File: src/tcs_defines.vh
// Constants for the timer clock select and timer C block
`ifndef TCS_DEFINES_VH
`define TCS_DEFINES_VH
// Clock select register fields
`define TCS_CKS_RESET     8'h00
`define TCS_CKS_C_HIGH    7
`define TCS_CKS_C_LOW     6
`define TCS_CKS_B_HIGH    5
`define TCS_CKS_B_LOW     4
`define TCS_CKS_ONE       3
`define TCS_CKS_ZERO      2
`define TCS_CKS_PRE_HI    1
`define TCS_CKS_PRE_LO    0
// Prescale codes and divide ratios
`define TCS_PRE_DIV12     2'h0
`define TCS_PRE_DIV4      2'h1
`define TCS_PRE_DIV48     2'h2
`define TCS_DIV_12        6'h0c
`define TCS_DIV_4         6'h04
`define TCS_DIV_48        6'h30
`define TCS_DIV_RSVD      6'h0c
`define TCS_DIV_EXT       6'h08
`define TCS_DIV_W         6
// Timer C control register fields
`define TCS_CTL_OVF_HIGH  7
`define TCS_CTL_OVF_LOW   6
`define TCS_CTL_LOW_IRQ   5
`define TCS_CTL_RUN       2
`define TCS_CTL_SPLIT     3
`define TCS_CTL_EXT_CHO   0
`define TCS_CTL_RESET     8'h00
`define TCS_IRQ_EN_BIT    7
`define TCS_BYTE_MAX      8'hff
`define TCS_BYTE_ZERO     8'h00
`define TCS_ONE_CNT       6'h01
`define TCS_ZERO_CNT      6'h00
`endif

File: src/tcs_byte_counter.v
// One 8-bit auto-reload counter half with wrap pulse
`timescale 1ns/1ps
`include "tcs_defines.vh"
module tcs_byte_counter (
   input  wire       clk_i,    // System clock
   input  wire       rst_i,    // Synchronous reset
   input  wire       inc_i,    // Increment this cycle
   input  wire       load_i,   // Force reload
   input  wire [7:0] reload_i, // Reload byte
   input  wire       wr_i,     // Software write of count
   input  wire [7:0] wdata_i,  // Written count
   output reg  [7:0] cnt_o,    // Current count
   output wire       wrap_o    // Wrap from all ones this cycle
);
   assign wrap_o = inc_i && (cnt_o == `TCS_BYTE_MAX);

   // Software write wins, then reload, then count
   always @(posedge clk_i) begin
      if (rst_i)
         cnt_o <= `TCS_BYTE_ZERO;
      else if (wr_i)
         cnt_o <= wdata_i;
      else if (load_i)
         cnt_o <= reload_i;
      else if (inc_i)
         cnt_o <= cnt_o + 8'h01;
   end
endmodule // tcs_byte_counter

File: src/tcs_divider.v
// Tick generator dividing its advance pulses by a selectable ratio
`timescale 1ns/1ps
`include "tcs_defines.vh"
module tcs_divider (
   input  wire                   clk_i,   // System clock
   input  wire                   rst_i,   // Synchronous reset
   input  wire                   adv_i,   // Count enable from source
   input  wire [`TCS_DIV_W-1:0]  ratio_i, // Divide ratio
   output reg                    tick_o   // One pulse per ratio advances
);
   reg [`TCS_DIV_W-1:0] cnt;

   // Counts advances; ratio change takes effect at once, in the next compare
   always @(posedge clk_i) begin
      if (rst_i) begin
         cnt    <= `TCS_ZERO_CNT;
         tick_o <= 1'b0;
      end else begin
         tick_o <= 1'b0;
         if (adv_i) begin
            if (cnt >= ratio_i - `TCS_ONE_CNT) begin
               cnt    <= `TCS_ZERO_CNT;
               tick_o <= 1'b1;
            end else begin
               cnt <= cnt + `TCS_ONE_CNT;
            end
         end
      end
   end
endmodule // tcs_divider

File: src/tcs_timer.v
// Timer clock select register, shared prescaler and timer C
// Contract
// - Timer C high clock select acts only in split mode, 1 picking the system clock.
// - Timer C low clock select picks its external choice at 0 and system clock at 1.
// - Timer B low select, and high select in split mode only, pick external choice at 0, system clock at 1.
// - Timer one select picks prescaled clock at 0, system clock at 1, ignored as counter.
// - Timer zero select picks prescaled clock at 0, system clock at 1, ignored as counter.
// - Prescale code 00 divides by 12, 01 by 4 and 10 by 48.
// - Timer C is two bytes, split bit 3 chooses 16-bit or dual 8-bit reload.
// - Timer C runs on system clock, system clock/12 or synchronized external/8.
// - In 16-bit mode a wrap from all ones reloads and sets the high overflow flag.
// - With timer C interrupt enabled every high overflow requests an interrupt.
// - With the low interrupt bit also set, low byte wraps request an interrupt.
// - With bus low timeout on, clock line high forces reload and low lets it count.
`timescale 1ns/1ps
`include "tcs_defines.vh"
module tcs_timer (
   input  wire       clk_i,                // System clock, 20 MHz
   input  wire       rst_i,                // Synchronous reset, active high
   input  wire       cks_wr_i,             // Write strobe, clock select register
   input  wire       ctl_wr_i,             // Write strobe, timer C control
   input  wire       cnt_low_wr_i,         // Write strobe, timer C count low
   input  wire       cnt_high_wr_i,        // Write strobe, timer C count high
   input  wire       rld_low_wr_i,         // Write strobe, timer C reload low
   input  wire       rld_high_wr_i,        // Write strobe, timer C reload high
   input  wire [7:0] wdata_i,              // Write data
   input  wire       ext_irq_enable_i,     // Timer C interrupt enable level
   input  wire       tmr_zero_counter_mode_i, // Timer zero counts events
   input  wire       tmr_one_counter_mode_i,  // Timer one counts events
   input  wire       tmr_b_ext_clk_choice_i,  // Timer B external choice, 0 system_clock/12
   input  wire       tmr_b_split_mode_i,      // Timer B split mode
   input  wire       ext_osc_i,            // External oscillator, asynchronous
   input  wire       bus_low_timeout_en_i, // Serial bus low timeout enable
   input  wire       bus_clk_line_i,       // Serial clock line level, asynchronous
   output reg  [7:0] timer_clock_select_o, // Clock select register readback
   output reg  [7:0] tmr_c_control_o,      // Timer C control readback
   output reg  [7:0] tmr_c_count_low_o,    // Timer C count low
   output reg  [7:0] tmr_c_count_high_o,   // Timer C count high
   output reg  [7:0] tmr_c_reload_low_o,   // Timer C reload low
   output reg  [7:0] tmr_c_reload_high_o,  // Timer C reload high
   output reg        tmr_zero_tick_o,      // Timer zero timebase tick
   output reg        tmr_one_tick_o,       // Timer one timebase tick
   output reg        tmr_b_low_tick_o,     // Timer B low timebase tick
   output reg        tmr_b_high_tick_o,    // Timer B high timebase tick
   output reg        tmr_c_irq_o           // Timer C interrupt request level
);
   reg  [`TCS_DIV_W-1:0] pre_ratio;
   reg                   ext_s1;
   reg                   ext_s2;
   reg                   ext_s3;
   reg                   scl_s1;
   reg                   scl_s2;
   wire                  pre_tick;
   wire                  sys12_tick;
   wire                  ext8_tick;
   wire                  ext_edge;
   wire [7:0]            low_cnt;
   wire [7:0]            high_cnt;
   wire                  low_wrap;
   wire                  high_wrap;
   reg                   low_inc;
   reg                   high_inc;
   reg                   low_load;
   reg                   high_load;
   reg                   c_alt_tick;
   wire                  split;
   wire                  run;
   wire                  force_rld;
   wire [7:0]            cks;
   wire [7:0]            ctl;

   // Behaviour notes for whoever picks this block up next:
   // The clock select register has no read side effects; every bit is plain storage.
   // Its prescale field drives one shared divider for timers zero and one.
   // A new prescale code is honoured at once, not at the divider's next wrap,
   // so the first tick after a change may come early but never late.
   // Timers zero and one get a one-cycle tick per prescaled period, or a steady
   // high level when the system clock is chosen; event mode forces the tick low.
   // Timer B only gets its timebase here; its counter lives elsewhere, and the
   // high tick follows the low select unless split mode is reported.
   // Timer C keeps its whole counter here, as two byte halves.
   // The external oscillator must stay below half the system clock, or edges are lost;
   // it passes two flops, then an edge detector, then a divide-by-eight.
   // The clock line from the serial interface passes two flops as well, and
   // resets high so that an enabled timeout starts out holding the reload value.
   // Priority inside each half: software count write, then reload, then count.
   // In 16-bit mode the low half carries into the high half, and both reload
   // together only when the whole count wraps from all ones or while the timeout forces reload.
   // In split mode each half runs from its own select and reloads on its own wrap.
   // Overflow flags are set by hardware and cleared by software writes to the
   // control register; a set in the same cycle as a clear wins, so no overflow
   // is ever lost, at the cost of a stray flag after a late clear.
   // The interrupt request is a registered level, one cycle behind the flags,
   // and it stays high until software clears the flag that raised it.
   // The count readback is registered too, one cycle behind the counters, which
   // keeps every top-level output on a flop at the cost of a cycle of latency.
   // The reserved prescale code falls back to divide-by-twelve, the reset ratio.
   // No long counts are kept here: the timeout period is entirely the reload
   // value that software chooses, and the overflow handler does the bus reset.

   assign cks   = timer_clock_select_o;
   assign ctl   = tmr_c_control_o;
   assign split = ctl[`TCS_CTL_SPLIT];
   assign run   = ctl[`TCS_CTL_RUN];

   // Clock select register, all bits writable
   always @(posedge clk_i) begin
      if (rst_i)
         timer_clock_select_o <= `TCS_CKS_RESET;
      else if (cks_wr_i)
         timer_clock_select_o <= wdata_i;
   end

   // Prescale ratio; reserved code falls back to a fixed divider
   always @* begin
      case (cks[`TCS_CKS_PRE_HI:`TCS_CKS_PRE_LO])
         `TCS_PRE_DIV12: pre_ratio = `TCS_DIV_12;
         `TCS_PRE_DIV4:  pre_ratio = `TCS_DIV_4;
         `TCS_PRE_DIV48: pre_ratio = `TCS_DIV_48;
         default:        pre_ratio = `TCS_DIV_RSVD;
      endcase
   end

   // Shared prescaler for timers zero and one
   tcs_divider u_pre (
      .clk_i   (clk_i),
      .rst_i   (rst_i),
      .adv_i   (1'b1),
      .ratio_i (pre_ratio),
      .tick_o  (pre_tick)
   );

   // Fixed divide-by-12 of system clock for the B and C alternatives
   tcs_divider u_sys12 (
      .clk_i   (clk_i),
      .rst_i   (rst_i),
      .adv_i   (1'b1),
      .ratio_i (`TCS_DIV_12),
      .tick_o  (sys12_tick)
   );

   // External oscillator and clock line, two flops before any use
   always @(posedge clk_i) begin
      if (rst_i) begin
         ext_s1 <= 1'b0;
         ext_s2 <= 1'b0;
         ext_s3 <= 1'b0;
         scl_s1 <= 1'b1;
         scl_s2 <= 1'b1;
      end else begin
         ext_s1 <= ext_osc_i;
         ext_s2 <= ext_s1;
         ext_s3 <= ext_s2;
         scl_s1 <= bus_clk_line_i;
         scl_s2 <= scl_s1;
      end
   end

   // Rising edges of the synchronized oscillator; must be under half system_clock
   assign ext_edge = ext_s2 & ~ext_s3;

   tcs_divider u_ext8 (
      .clk_i   (clk_i),
      .rst_i   (rst_i),
      .adv_i   (ext_edge),
      .ratio_i (`TCS_DIV_EXT),
      .tick_o  (ext8_tick)
   );

   // Timebase ticks for timers zero, one and B; event mode bypasses select
   always @(posedge clk_i) begin
      if (rst_i) begin
         tmr_zero_tick_o   <= 1'b0;
         tmr_one_tick_o    <= 1'b0;
         tmr_b_low_tick_o  <= 1'b0;
         tmr_b_high_tick_o <= 1'b0;
      end else begin
         tmr_zero_tick_o <= tmr_zero_counter_mode_i ? 1'b0 :
                            (cks[`TCS_CKS_ZERO] ? 1'b1 : pre_tick);
         tmr_one_tick_o  <= tmr_one_counter_mode_i ? 1'b0 :
                            (cks[`TCS_CKS_ONE] ? 1'b1 : pre_tick);
         tmr_b_low_tick_o <= cks[`TCS_CKS_B_LOW] ? 1'b1 :
                            (tmr_b_ext_clk_choice_i ? ext8_tick : sys12_tick);
         if (tmr_b_split_mode_i)
            tmr_b_high_tick_o <= cks[`TCS_CKS_B_HIGH] ? 1'b1 :
                            (tmr_b_ext_clk_choice_i ? ext8_tick : sys12_tick);
         else
            tmr_b_high_tick_o <= cks[`TCS_CKS_B_LOW] ? 1'b1 :
                            (tmr_b_ext_clk_choice_i ? ext8_tick : sys12_tick);
      end
   end

   // Timer C alternative source: external choice bit picks ext/8 or sys/12
   always @* begin
      c_alt_tick = ctl[`TCS_CTL_EXT_CHO] ? ext8_tick : sys12_tick;
   end

   // Clock line high holds timer C in reload while the timeout is enabled
   assign force_rld = bus_low_timeout_en_i & scl_s2;

   // Increment and reload decisions for both halves
   always @* begin
      low_inc   = 1'b0;
      high_inc  = 1'b0;
      low_load  = force_rld;
      high_load = force_rld;
      if (run && !force_rld) begin
         low_inc = cks[`TCS_CKS_C_LOW] ? 1'b1 : c_alt_tick;
         if (split) begin
            // High select only honoured here
            high_inc = cks[`TCS_CKS_C_HIGH] ? 1'b1 : c_alt_tick;
            low_load  = low_wrap;
            high_load = high_wrap;
         end else begin
            // Carry ripples from low into high
            high_inc  = low_wrap;
            low_load  = low_wrap && (high_cnt == `TCS_BYTE_MAX);
            high_load = low_load;
         end
      end
   end

   tcs_byte_counter u_low (
      .clk_i    (clk_i),
      .rst_i    (rst_i),
      .inc_i    (low_inc),
      .load_i   (low_load),
      .reload_i (tmr_c_reload_low_o),
      .wr_i     (cnt_low_wr_i),
      .wdata_i  (wdata_i),
      .cnt_o    (low_cnt),
      .wrap_o   (low_wrap)
   );

   tcs_byte_counter u_high (
      .clk_i    (clk_i),
      .rst_i    (rst_i),
      .inc_i    (high_inc),
      .load_i   (high_load),
      .reload_i (tmr_c_reload_high_o),
      .wr_i     (cnt_high_wr_i),
      .wdata_i  (wdata_i),
      .cnt_o    (high_cnt),
      .wrap_o   (high_wrap)
   );

   // Registered count readback, one cycle behind the counters
   always @(posedge clk_i) begin
      if (rst_i) begin
         tmr_c_count_low_o  <= `TCS_BYTE_ZERO;
         tmr_c_count_high_o <= `TCS_BYTE_ZERO;
      end else begin
         tmr_c_count_low_o  <= low_cnt;
         tmr_c_count_high_o <= high_cnt;
      end
   end

   // Reload registers
   always @(posedge clk_i) begin
      if (rst_i) begin
         tmr_c_reload_low_o  <= `TCS_BYTE_ZERO;
         tmr_c_reload_high_o <= `TCS_BYTE_ZERO;
      end else begin
         if (rld_low_wr_i)
            tmr_c_reload_low_o <= wdata_i;
         if (rld_high_wr_i)
            tmr_c_reload_high_o <= wdata_i;
      end
   end

   // Control register; overflow set beats a same-cycle software clear
   always @(posedge clk_i) begin
      if (rst_i) begin
         tmr_c_control_o <= `TCS_CTL_RESET;
      end else begin
         if (ctl_wr_i)
            tmr_c_control_o <= wdata_i;
         if (split ? high_wrap && high_inc : high_load && !force_rld)
            tmr_c_control_o[`TCS_CTL_OVF_HIGH] <= 1'b1;
         if (low_wrap)
            tmr_c_control_o[`TCS_CTL_OVF_LOW] <= 1'b1;
      end
   end

   // Interrupt level from flags; low flag counts only with its enable
   always @(posedge clk_i) begin
      if (rst_i)
         tmr_c_irq_o <= 1'b0;
      else
         tmr_c_irq_o <= ext_irq_enable_i &&
                        (ctl[`TCS_CTL_OVF_HIGH] ||
                         (ctl[`TCS_CTL_LOW_IRQ] && ctl[`TCS_CTL_OVF_LOW]));
   end
endmodule // tcs_timer

File: config.mk
export PLATFORM = sky130hd
export DESIGN_NAME = tcs_timer
export DESIGN_NICKNAME = d
export VERILOG_FILES = /design/src/tcs_byte_counter.v /design/src/tcs_divider.v /design/src/tcs_timer.v
export VERILOG_INCLUDE_DIRS = /design/src /design/src/src
export SDC_FILE = /design/constraint.sdc
export NUM_CORES = 1
export LEC_CHECK = 0
export ABC_AREA = 1
export BUFFER_PORTS_ARGS = -buffer_cell sky130_fd_sc_hd__buf_2
export CELL_PAD_IN_SITES_DETAIL_PLACEMENT = 0
export CELL_PAD_IN_SITES_GLOBAL_PLACEMENT = 1
export CORE_ASPECT_RATIO = 1.75
export CORE_UTILIZATION = 41
export CTS_BUF_LIST = sky130_fd_sc_hd__clkbuf_4 sky130_fd_sc_hd__clkbuf_8
export CTS_CLUSTER_DIAMETER = 200
export DETAILED_ROUTE_END_ITERATION = 8
export PLACE_DENSITY = 0.79
export SYNTH_ARGS = -nofsm -noshare
export SYNTH_HDL_FRONTEND = slang
export SYNTH_SLANG_ARGS = --single-unit
File: constraint.sdc
create_clock -name clk_i -period 1.9 [get_ports clk_i]
set_input_delay 0.38 -clock clk_i [delete_from_list [all_inputs] [get_ports clk_i]]
set_output_delay 0.38 -clock clk_i [all_outputs]
set_load 0.01 [all_outputs]
### Word-level counts from Yosys, hierarchy flattened

Index checks and enable logic that the tools add are counted.

* register bits after elaboration: 95
* latch bits: 0
* RAM bits: 0
* bits in read-only memories: 0
* input port bits: 24
* output and inout port bits: 53
* logic and storage cells: 93
* memories: 0

* add/subtract/negate cells: 6
* multiply operators: 0
* div/mod/pow operators: 0
* $lt $le $gt $ge: 3
* equality and inequality tests: 4
* shift operators: 0
* multiplexer cells: 31
* bitwise operators: 4
* reductions and logical operators: 19

Operator list (count)
* 2-to-1 mux 8 bit: 7
* 2-to-1 mux 1 bit: 22
* adder 6 x 1 -> 6 bit (second input constant): 3
* adder 8 x 1 -> 8 bit (second input constant): 2
* == test 8 bit (second input constant): 2
* case mux 6 bit (2 select lines): 1
* OR reduction 2 bit: 5
* logical AND 1 bit: 8
* greater-or-equal comparator 6 x 3 -> 1 bit (second input constant): 1
* greater-or-equal comparator 6 x 4 -> 1 bit (second input constant): 1
* greater-or-equal comparator 6 bit: 1
* 2-to-1 mux 6 bit: 1
* nonzero test 3 bit: 2
* subtractor 6 x 1 -> 6 bit (second input constant): 1
* nonzero test 2 bit: 2
* AND 1 bit: 2
* == test 2 x 1 -> 1 bit (second input constant): 1
* == test 2 bit (second input constant): 1
* NOT 1 bit: 2
* zero test 1 bit: 1
* logical OR 1 bit: 1

### Depth between registers and ports, before layout

Gate-level depths: netlist of the first run.

* depth in word-level cells: 13
* mapped depth: 13
* gate-level depth less buffers: 13

### Hierarchy

Synthesis of the first run repeated with hierarchy kept, for this count alone.

* cells, all modules: 680
* area total of the unflattened synthesis: 4974.8 um^2

Modules (own cells, without submodules)
* tcs_timer: instances 1, cells an instance 257, area an instance 2055.7 um^2, sequential area each 1161.1 um^2
* tcs_divider: instances 3, cells an instance 73, area an instance 556.8 um^2, sequential area each 140.1 um^2
* tcs_byte_counter: instances 2, cells an instance 102, area an instance 624.3 um^2, sequential area each 160.2 um^2

### Worst setup path before layout of the first run

No wires, ideal clock.

* path type: register -> register
* start point: reg u_low.cnt_o[0]
* end point: reg u_high.cnt_o[7]
* setup time: 114 ps
* data arrival time: 1484 ps
* data required time: 1786 ps
* slack: 302 ps
* cell stages (with the launch flop): 14
* path buffers: 1
* period minus slack after synthesis: 1598 ps
* path through: dfxtp_1 > ha_1 > nand2_1 > inv_1 > nand3_2 > nor2_4 > nand2_2 > nand2_2 > nand3_2 > buf_6 > nand3_1 > nand3_1 > nand3_1 > nand2_1

* cells in the longest elaborated chain, start to end: 9
* elaborated cells between the ends (all ways): 11
* those cells by class: 1 x eq/ne; 6 x mux; 4 x reduce/logical

Ends and longest elaborated chain
* start, declared: RTL line tcs_byte_counter.v:12 `output reg [7:0] cnt_o,`
* start signal, assigned: RTL line tcs_byte_counter.v:20 `` cnt_o <= `TCS_BYTE_ZERO; ``
* start signal, assigned: RTL line tcs_byte_counter.v:22 `cnt_o <= wdata_i;`
* start signal, assigned: RTL line tcs_byte_counter.v:24 `cnt_o <= reload_i;`
* == test 8 bit (no line) *
* logical AND 1 bit *: RTL line tcs_byte_counter.v:15 `` assign wrap_o = inc_i && (cnt_o == `TCS_BYTE_MAX); ``
* 2-to-1 mux 1 bit: RTL line tcs_timer.v:209 `if (split) begin`
* 2-to-1 mux 1 bit: RTL line tcs_timer.v:207 `if (run && !force_rld) begin`
* logical AND 1 bit: RTL line tcs_byte_counter.v:15
* 2-to-1 mux 1 bit: RTL line tcs_timer.v:209
* 2-to-1 mux 1 bit: RTL line tcs_timer.v:207
* 2-to-1 mux 8 bit: RTL line tcs_byte_counter.v:23 `else if (load_i)`
* 2-to-1 mux 8 bit: RTL line tcs_byte_counter.v:21 `else if (wr_i)`
* end signal, assigned: RTL line tcs_byte_counter.v:20
* end signal, assigned: RTL line tcs_byte_counter.v:22
* end signal, assigned: RTL line tcs_byte_counter.v:24
* end, declared: RTL line tcs_byte_counter.v:12

Mark *: on every way between the ends. The rest lies on a longest branch, timed or not.
A chain may end at the register's enable or synchronous reset.

### Worst setup path after layout of the first run

* start point: reg u_high.cnt_o[0]
* end point: reg u_low.cnt_o[3]

* cells in the longest elaborated chain, start to end: 6
* elaborated cells between the ends (all ways): 7
* those cells by class: 1 x eq/ne; 4 x mux; 2 x reduce/logical

Ends and longest elaborated chain
* == test 8 bit (no line) *
* logical AND 1 bit *: RTL line tcs_timer.v:217 `` low_load = low_wrap && (high_cnt == `TCS_BYTE_MAX); ``
* 2-to-1 mux 1 bit *: RTL line tcs_timer.v:209
* 2-to-1 mux 1 bit *: RTL line tcs_timer.v:207
* 2-to-1 mux 8 bit: RTL line tcs_byte_counter.v:23
* 2-to-1 mux 8 bit: RTL line tcs_byte_counter.v:21

Marks and branches as above.

==> impl_metrics.yaml, run 1 <==
clock_network:
  h-tree-depth: 3
  cts_hold_buffers: 0
  cts_num_sinks: 95
  clkSlewWorstSetupHoldPaths_ns: 0.09
  cts_tree: "yes"
  clockRootBuffer: "clkbuf_8"
  cts_setup_buffers: 0
  clk-insertion-delay-late_ns: 0.37
  cts-root-to-sink-buffers: 2
  number_of_cts_inserted_buffers: 9
finish:
  antenna-diode-count: 0
  most-common-layout-cells: "dfxtp_1 (92), buf_2 (76), nand2_1 (75), inv_1 (66), nor2_1 (57)"
  area_growth_synth_to_finish_pct: 19.8
  layout-drive-gt1-share_pct: 23.1
  finalCoreUtilization_pct: 50.6
  leading_cell_type_in_the_layout_fill_and_taps_excluded: "dfxtp_1"
  design.final.nets: 626
  design_area_sq_um: 4760
  cell_count_final_fillers_out: 720
yosys:
  yosys.area.top_type: "dfxtp_1"
  synthesis.area_sq_um: 3970
  ys_ff_latch: 95
  synth.yosys.warnings: 0
  synth_top_area_share_pct: 47.9
  yosysSeqAreaShare_pct: 47.9
  synth_cell_type_count: 35
  synth.area.top_cells: "dfxtp_1 (48%), nand2_1 (7.2%), inv_1 (6.4%)"
  syn_inst: 509
  synthesis.area_per_instance_sq_um: 7.80
timing:
  final_report_setup_violation_count: 0
  post-route-worst-setup-slack_ns: 0.145
  worstMarginPinSlew_ns: 0.599
  maximum_operating_frequency_mhz: 570
  final.setup_skew_ns: 0.00943
  min_period_over_period_pct: 92.4
  fin_crit_ns: 1.76
  unrepaired_setup_endpoints_after_global_routing: "no"
  relSlewSlack_pct: 59.0
  timing_hold_violations_final: 0
  timing.final.max_slew_violations: 0
die:
  initial_utilization_pct: 42.2
  chipHeight_um: 132
  rows: 47
  core_area_sq_um: 9410
  io-pin-count: 77
  die_x_um: 76.4
  die-area_sq_um: 10100
setup_path:
  cp_data_arrival_time_ns: 2.02
  crit_buf_inv: 1
  crit_path_max_incr_delay_ns: 0.34
  critPathMaxFanout: 13
  setup.reg_to_reg.worst_slack_ns: 0.14
  crit_slowest_cell: "dfxtp_1"
  crit_path_end_kind: "register"
  timing_worst_setup_path_type: "register to register"
  path_cells: "ha_1, nand2_1, nor2_2, nand2_1, inv_2, o21ai_2, nand2_2, a21oi_1, o21ai_0, nand3_1, nand2_1"
  path_delay_family: "simple AND/OR/NAND/NOR gates"
  setup.worst_path.start_class: "register"
  cp_common_cell: "nand2_1"
  worstPathRequired_ns: 2.17
power_and_ir_drop:
  power_density_nw_per_um2: 857
  design_power_total_mw: 4.08
  peakVddDrop_uv: 599
  static-leakage-power_nw: 2.25
job:
  timing.max_cap.violations: 0
global_route:
  grt.total_usage_pct: 20.8
  grt_first_pass_wirelength_mm: 16.4
  grt_antenna_before_repair: 0
  grt_pass1_vias: 3489
  grt_start_max_net_pins: 45
  globalRouteOverflowTotal: 0
drt:
  first_pass_iters: 4
  ant_nets: 0
  dr_total_vias: 3494
  avgRoutedWirePerCell_um: 13.7
  wl_mm: 9.84
  drt_iter0_drcs: 152
  vias_per_cell: 4.85
  post-route-drc-count: 0
place:
  dp.final_hpwl_mm: 7.50
  dp.cells: 704
  io_buffers: 76
  gp_congestion: 0.866
  placement_cell_area_sq_um: 4530
  placement.setup.worst_slack_ns: 0.0275
min_path:
  hold_path.class: "input port to register"
run_status:
  status: "finished, final reports clean"
[worst register-to-register path: stages (launching register included)]
cell,delay (ns)
dfxtp_1,0.34
ha_1,0.22
nand2_1,0.11
nor2_2,0.05
nand2_1,0.11
inv_2,0.07
o21ai_2,0.19
nand2_2,0.19
a21oi_1,0.17
o21ai_0,0.09
nand3_1,0.08
nand2_1,0.05
[final cells by class]
type / instances / area (sq um)
flip-flops and latches: 95 / 1910
clock inverters: 3 / 42.5
repair buffers: 88 / 483
multi-input cells: 328 / 1750
well taps: 122 / 153
fillers: 999 / 4650
clock buffers: 13 / 160
inverters: 71 / 267
[synth_stat cells, drive strengths merged]
library cell	n
o2111ai	3
buf	4
xnor2	3
nand4	3
o21ai	38
dfxtp	95
nand3	43
xor2	13
a31oi	2
or2	3
conb	2
mux2i	2
nor3	4
a211oi	1
nand2	85
a2111oi	1
nor2	60
ha	9
clkbuf	12
o211ai	4
a21oi	50
nand3b	1
inv	71
[worst paths after layout]
| check | start | end | depth (start not counted) |
|---|---|---|---|
| setup / recovery | u_high.cnt_o[0] | u_low.cnt_o[3] | 11 |
| hold / removal | tmr_one_counter_mode_i | tmr_one_tick_o | 2 |
| hold reg to reg | ext_s1 | ext_s2 | 2 |
| setup reg to reg | u_high.cnt_o[0] | u_low.cnt_o[3] | 11 |
[per-layer routing]
layer  vias up  track usage, %  share of wire, %
met3        25            4.78               5.5
met4         0            12.3               3.5
li1       1803               -                 -
met5         -               0                 0
met1      1573            22.1                39
met2        93            37.0                52
[through the flow]
stage               setup TNS [ns]  hold WS (ns)
global route                     0         0.148
detailed placement               0         0.402
CTS                       -0.00947         0.150
floorplan                        0         0.388
finish                           0         0.172
global placement                 0         0.391
[sequential cells by signal, indices dropped and copies added, names as in the netlist, 8 cells and up]
name / flops
tmr_c_reload_high_o: 8
tmr_c_reload_low_o: 8
u_high.cnt_o: 8
u_low.cnt_o: 8
tmr_c_count_high_o: 8
tmr_c_control_o: 8
tmr_c_count_low_o: 8
timer_clock_select_o: 8
[kinds of logic (layout without fill, tap and decap cells)]
group,count (synthesis),after routing,synth area share [%]
buffers and inverters,87,175,8.70
other,2,3,0.189
adders and majority gates,9,9,2.84
and+or+nand+nor,199,199,22.7
xor gates and xnor gates,16,16,3.53
muxes,2,2,0.504
AOI/OAI and AO/OA,99,99,13.6
DFF,95,95,47.9
[repair_timing]
item,in CTS,in global routing
gates resized for setup,0,10
endpoints found under the setup margin,1,22
pin swaps,0,3
[power by group]
part / leakage, nW / internal (mW) / switching [mW]
registers: 0.784 / 2.11 / 0.0775
clock network: 0.104 / 0.687 / 0.681
logic: 1.36 / 0.200 / 0.323
total: 2.25 / 2.99 / 1.08
Power figures use the tool's default switching activity.
==> inputs of run 2 (changes only) <==
- ABC_AREA: 1 -> unset
- CORE_UTILIZATION: 41 -> 43
==> impl_metrics.yaml, run 2 <==
global_route:
  globalRouteOverflowTotal: 0
  grt_antenna_before_repair: 0
  grt_pass1_vias: 3288
  grt_start_max_net_pins: 60
  grt_first_pass_wirelength_mm: 16.1
  grt.total_usage_pct: 22.5
min_path:
  hold_end: "tmr_zero_tick_o"
  min_delay_path_depth: 2
  min-delay-start: "tmr_zero_counter_mode_i"
  hold_path.class: "input port to register"
clock_network:
  h-tree-depth: 3
  cts_num_sinks: 95
  clk-insertion-delay-late_ns: 0.37
  cts-root-to-sink-buffers: 2
  number_of_cts_inserted_buffers: 9
  clockRootBuffer: "clkbuf_8"
  clkSlewWorstSetupHoldPaths_ns: 0.10
  cts_tree: "yes"
setup_path:
  crit_path_end_kind: "register"
  timing.rr.end: "u_high.cnt_o[6]"
  worstPathRequired_ns: 2.19
  ff2ff_path_depth: 6
  timing_worst_setup_path_type: "register to register"
  setup.reg_to_reg.worst_slack_ns: 0.07
  critPathMaxFanout: 4
  cp_data_arrival_time_ns: 2.12
  setup.worst_path.start_class: "register"
  r2r-start: "u_low.cnt_o[1]"
finish:
  layout-drive-gt1-share_pct: 28.5
  design_area_sq_um: 4940
  finalCoreUtilization_pct: 55.1
  design.final.nets: 545
  antenna-diode-count: 0
  final.fill_count: 877
  most-common-layout-cells: "dfxtp_1 (89), buf_2 (76), nor2_1 (60), mux2i_1 (41), buf_4 (27)"
  leading_cell_type_in_the_layout_fill_and_taps_excluded: "dfxtp_1"
  area_growth_synth_to_finish_pct: 24.8
yosys:
  synthesis.area_per_instance_sq_um: 9.61
  async_reset_ff_share_pct: 0
  synth_top_area_share_pct: 48.0
  synth.top_cells.by_count: "dfxtp_1 (95), nor2_1 (60), mux2i_1 (41), a21oi_1 (19), nor2b_1 (18)"
  synthesis.area_sq_um: 3960
  yosysMostFrequentCell: "dfxtp_1"
  synth.area.top_cells: "dfxtp_1 (48%), mux2i_1 (10%), nor2_1 (5.7%)"
  synth-edff-count: 0
  yosysSeqAreaShare_pct: 48.0
  synth.yosys.warnings: 0
  ys_ff_latch: 95
  postSynth.topFlopCell: "dfxtp_1"
  yosys.area.top_type: "dfxtp_1"
  syn_inst: 412
  synth_cell_type_count: 56
drt:
  wl_mm: 10.1
  dr_total_vias: 3330
  post-route-drc-count: 0
  vias_per_cell: 5.24
  avgRoutedWirePerCell_um: 15.9
  ant_nets: 0
  drt_iter0_drcs: 253
  first_pass_iters: 4
timing:
  relSlewSlack_pct: 59.3
  maximum_operating_frequency_mhz: 547
  timing_hold_violations_final: 0
  final.setup_skew_ns: 0.0108
  totalNegativeSetupSlack_ns: 0
  unrepaired_setup_endpoints_after_global_routing: "yes"
  worstMarginPinSlew_ns: 0.595
  min_period_over_period_pct: 96.2
  fin_crit_ns: 1.83
  final_report_setup_violation_count: 0
  timing.final.max_slew_violations: 0
die:
  rows: 46
  io-pin-count: 77
  initial_utilization_pct: 44.1
  core_area_sq_um: 8980
  chipHeight_um: 129
  die-area_sq_um: 9620
  die_x_um: 74.6
power_and_ir_drop:
  power_density_nw_per_um2: 838
  peakVddDrop_uv: 563
  static-leakage-power_nw: 2.24
  design_power_total_mw: 4.14
job:
  timing.max_cap.violations: 0
place:
  placement_cell_area_sq_um: 4650
  dp.final_hpwl_mm: 7.45
  io_buffers: 76
  gp_congestion: 0.863
run_status:
  status: "finished, final reports clean"
==> run 2: cell count changes in the layout (fill, tap and decap cells not counted), moves of 8 or more <==
cell	previous run	this run
nand2_1	75	16
nand2_2	9	0
nor2b_1	0	18
o21ai_0	37	2
buf_4	11	27
nand3_1	40	13
inv_1	66	14
a21oi_1	47	18
mux2i_1	2	41
a22oi_1	0	8
==> run 2: per-stage QoR <==
| step | setup slack [ns] | hold slack [ns] | cells |
|---|---|---|---|
| finish | 0.0720 | 0.164 | 636 |
| global route | -0.00934 | 0.160 | 636 |
| CTS | 0.0163 | 0.150 | 635 |
| detailed placement | 0.0362 | 0.411 | 620 |
| global placement | -0.00235 | 0.403 | 620 |
| floorplan | 0.0200 | 0.389 | 413 |
==> run 2: critical path: stages, from the launching register on <==
cell and delay, ns:
dfxtp_2 0.37, ha_4 0.14, and3_4 0.21, a21oi_4 0.07
or4_4 0.52, or3_1 0.35, o211ai_1 0.09
==> run 2: metal layers <==
layer	track usage, %	up-vias	wire (um)
met5	0	-	0
met4	9.66	0	260
met3	4.07	21	312
met2	39.2	77	5360
met1	26.2	1587	4160
li1	-	1645	-
==> run 2: cells by family after synthesis <==
| kind of cell | after synthesis | share of synthesized area, % |
|---|---|---|
| xor+xnor | 16 | 3.54 |
| other cells | 2 | 0.190 |
| fa+ha+maj | 9 | 2.84 |
| flops | 95 | 48.0 |
| mux | 43 | 11.0 |
| compound gates | 75 | 13.7 |
| simple gates | 142 | 17.6 |
| buf+inv | 30 | 3.03 |
==> run 2: how the worst max path moves through the flow <==
stage | startpoint | to | slack, ns | depth (start not counted)
6_report | u_low.cnt_o[1] | u_high.cnt_o[6] | 0.07 | 6
5_1_grt | u_low.cnt_o[1] | u_high.cnt_o[6] | -0.009 | 6
4_1_cts | u_high.cnt_o[0] | u_high.cnt_o[6] | 0.02 | 6
3_5_place_dp | u_low.cnt_o[0] | u_high.cnt_o[5] | 0.04 | 7
3_3_place_gp | u_low.cnt_o[0] | u_high.cnt_o[6] | -0.002 | 7
2_1_floorplan | u_high.cnt_o[0] | u_high.cnt_o[6] | 0.02 | 6
==> run 2: area by class of cell <==
cell class                      instances  area [sq um]  share of cell area, %
Clock buffer                            9           124                   2.51
Clock inverter                          6          86.3                   1.75
Tap cell                              120           150                   3.04
Sequential cell                        95          1910                   38.6
Multi-Input combinational cell        288          2020                   40.8
Inverter                               14          52.6                   1.06
Timing Repair Buffer                  104           603                   12.2
==> run 2: power breakdown <==
group / switching [mW] / internal, mW / total, mW
Combinational: 0.300 / 0.243 / 0.543
Sequential: 0.0719 / 2.09 / 2.16
Clock: 0.703 / 0.731 / 1.43
==> run 2: timing repair <==
item,in CTS,in global routing
endpoints found under the setup margin,2,20
hold buffers,0,0
pin swaps,0,9
endpoints found under the hold margin,0,0
buffers inserted,0,1
resized for setup,1,19
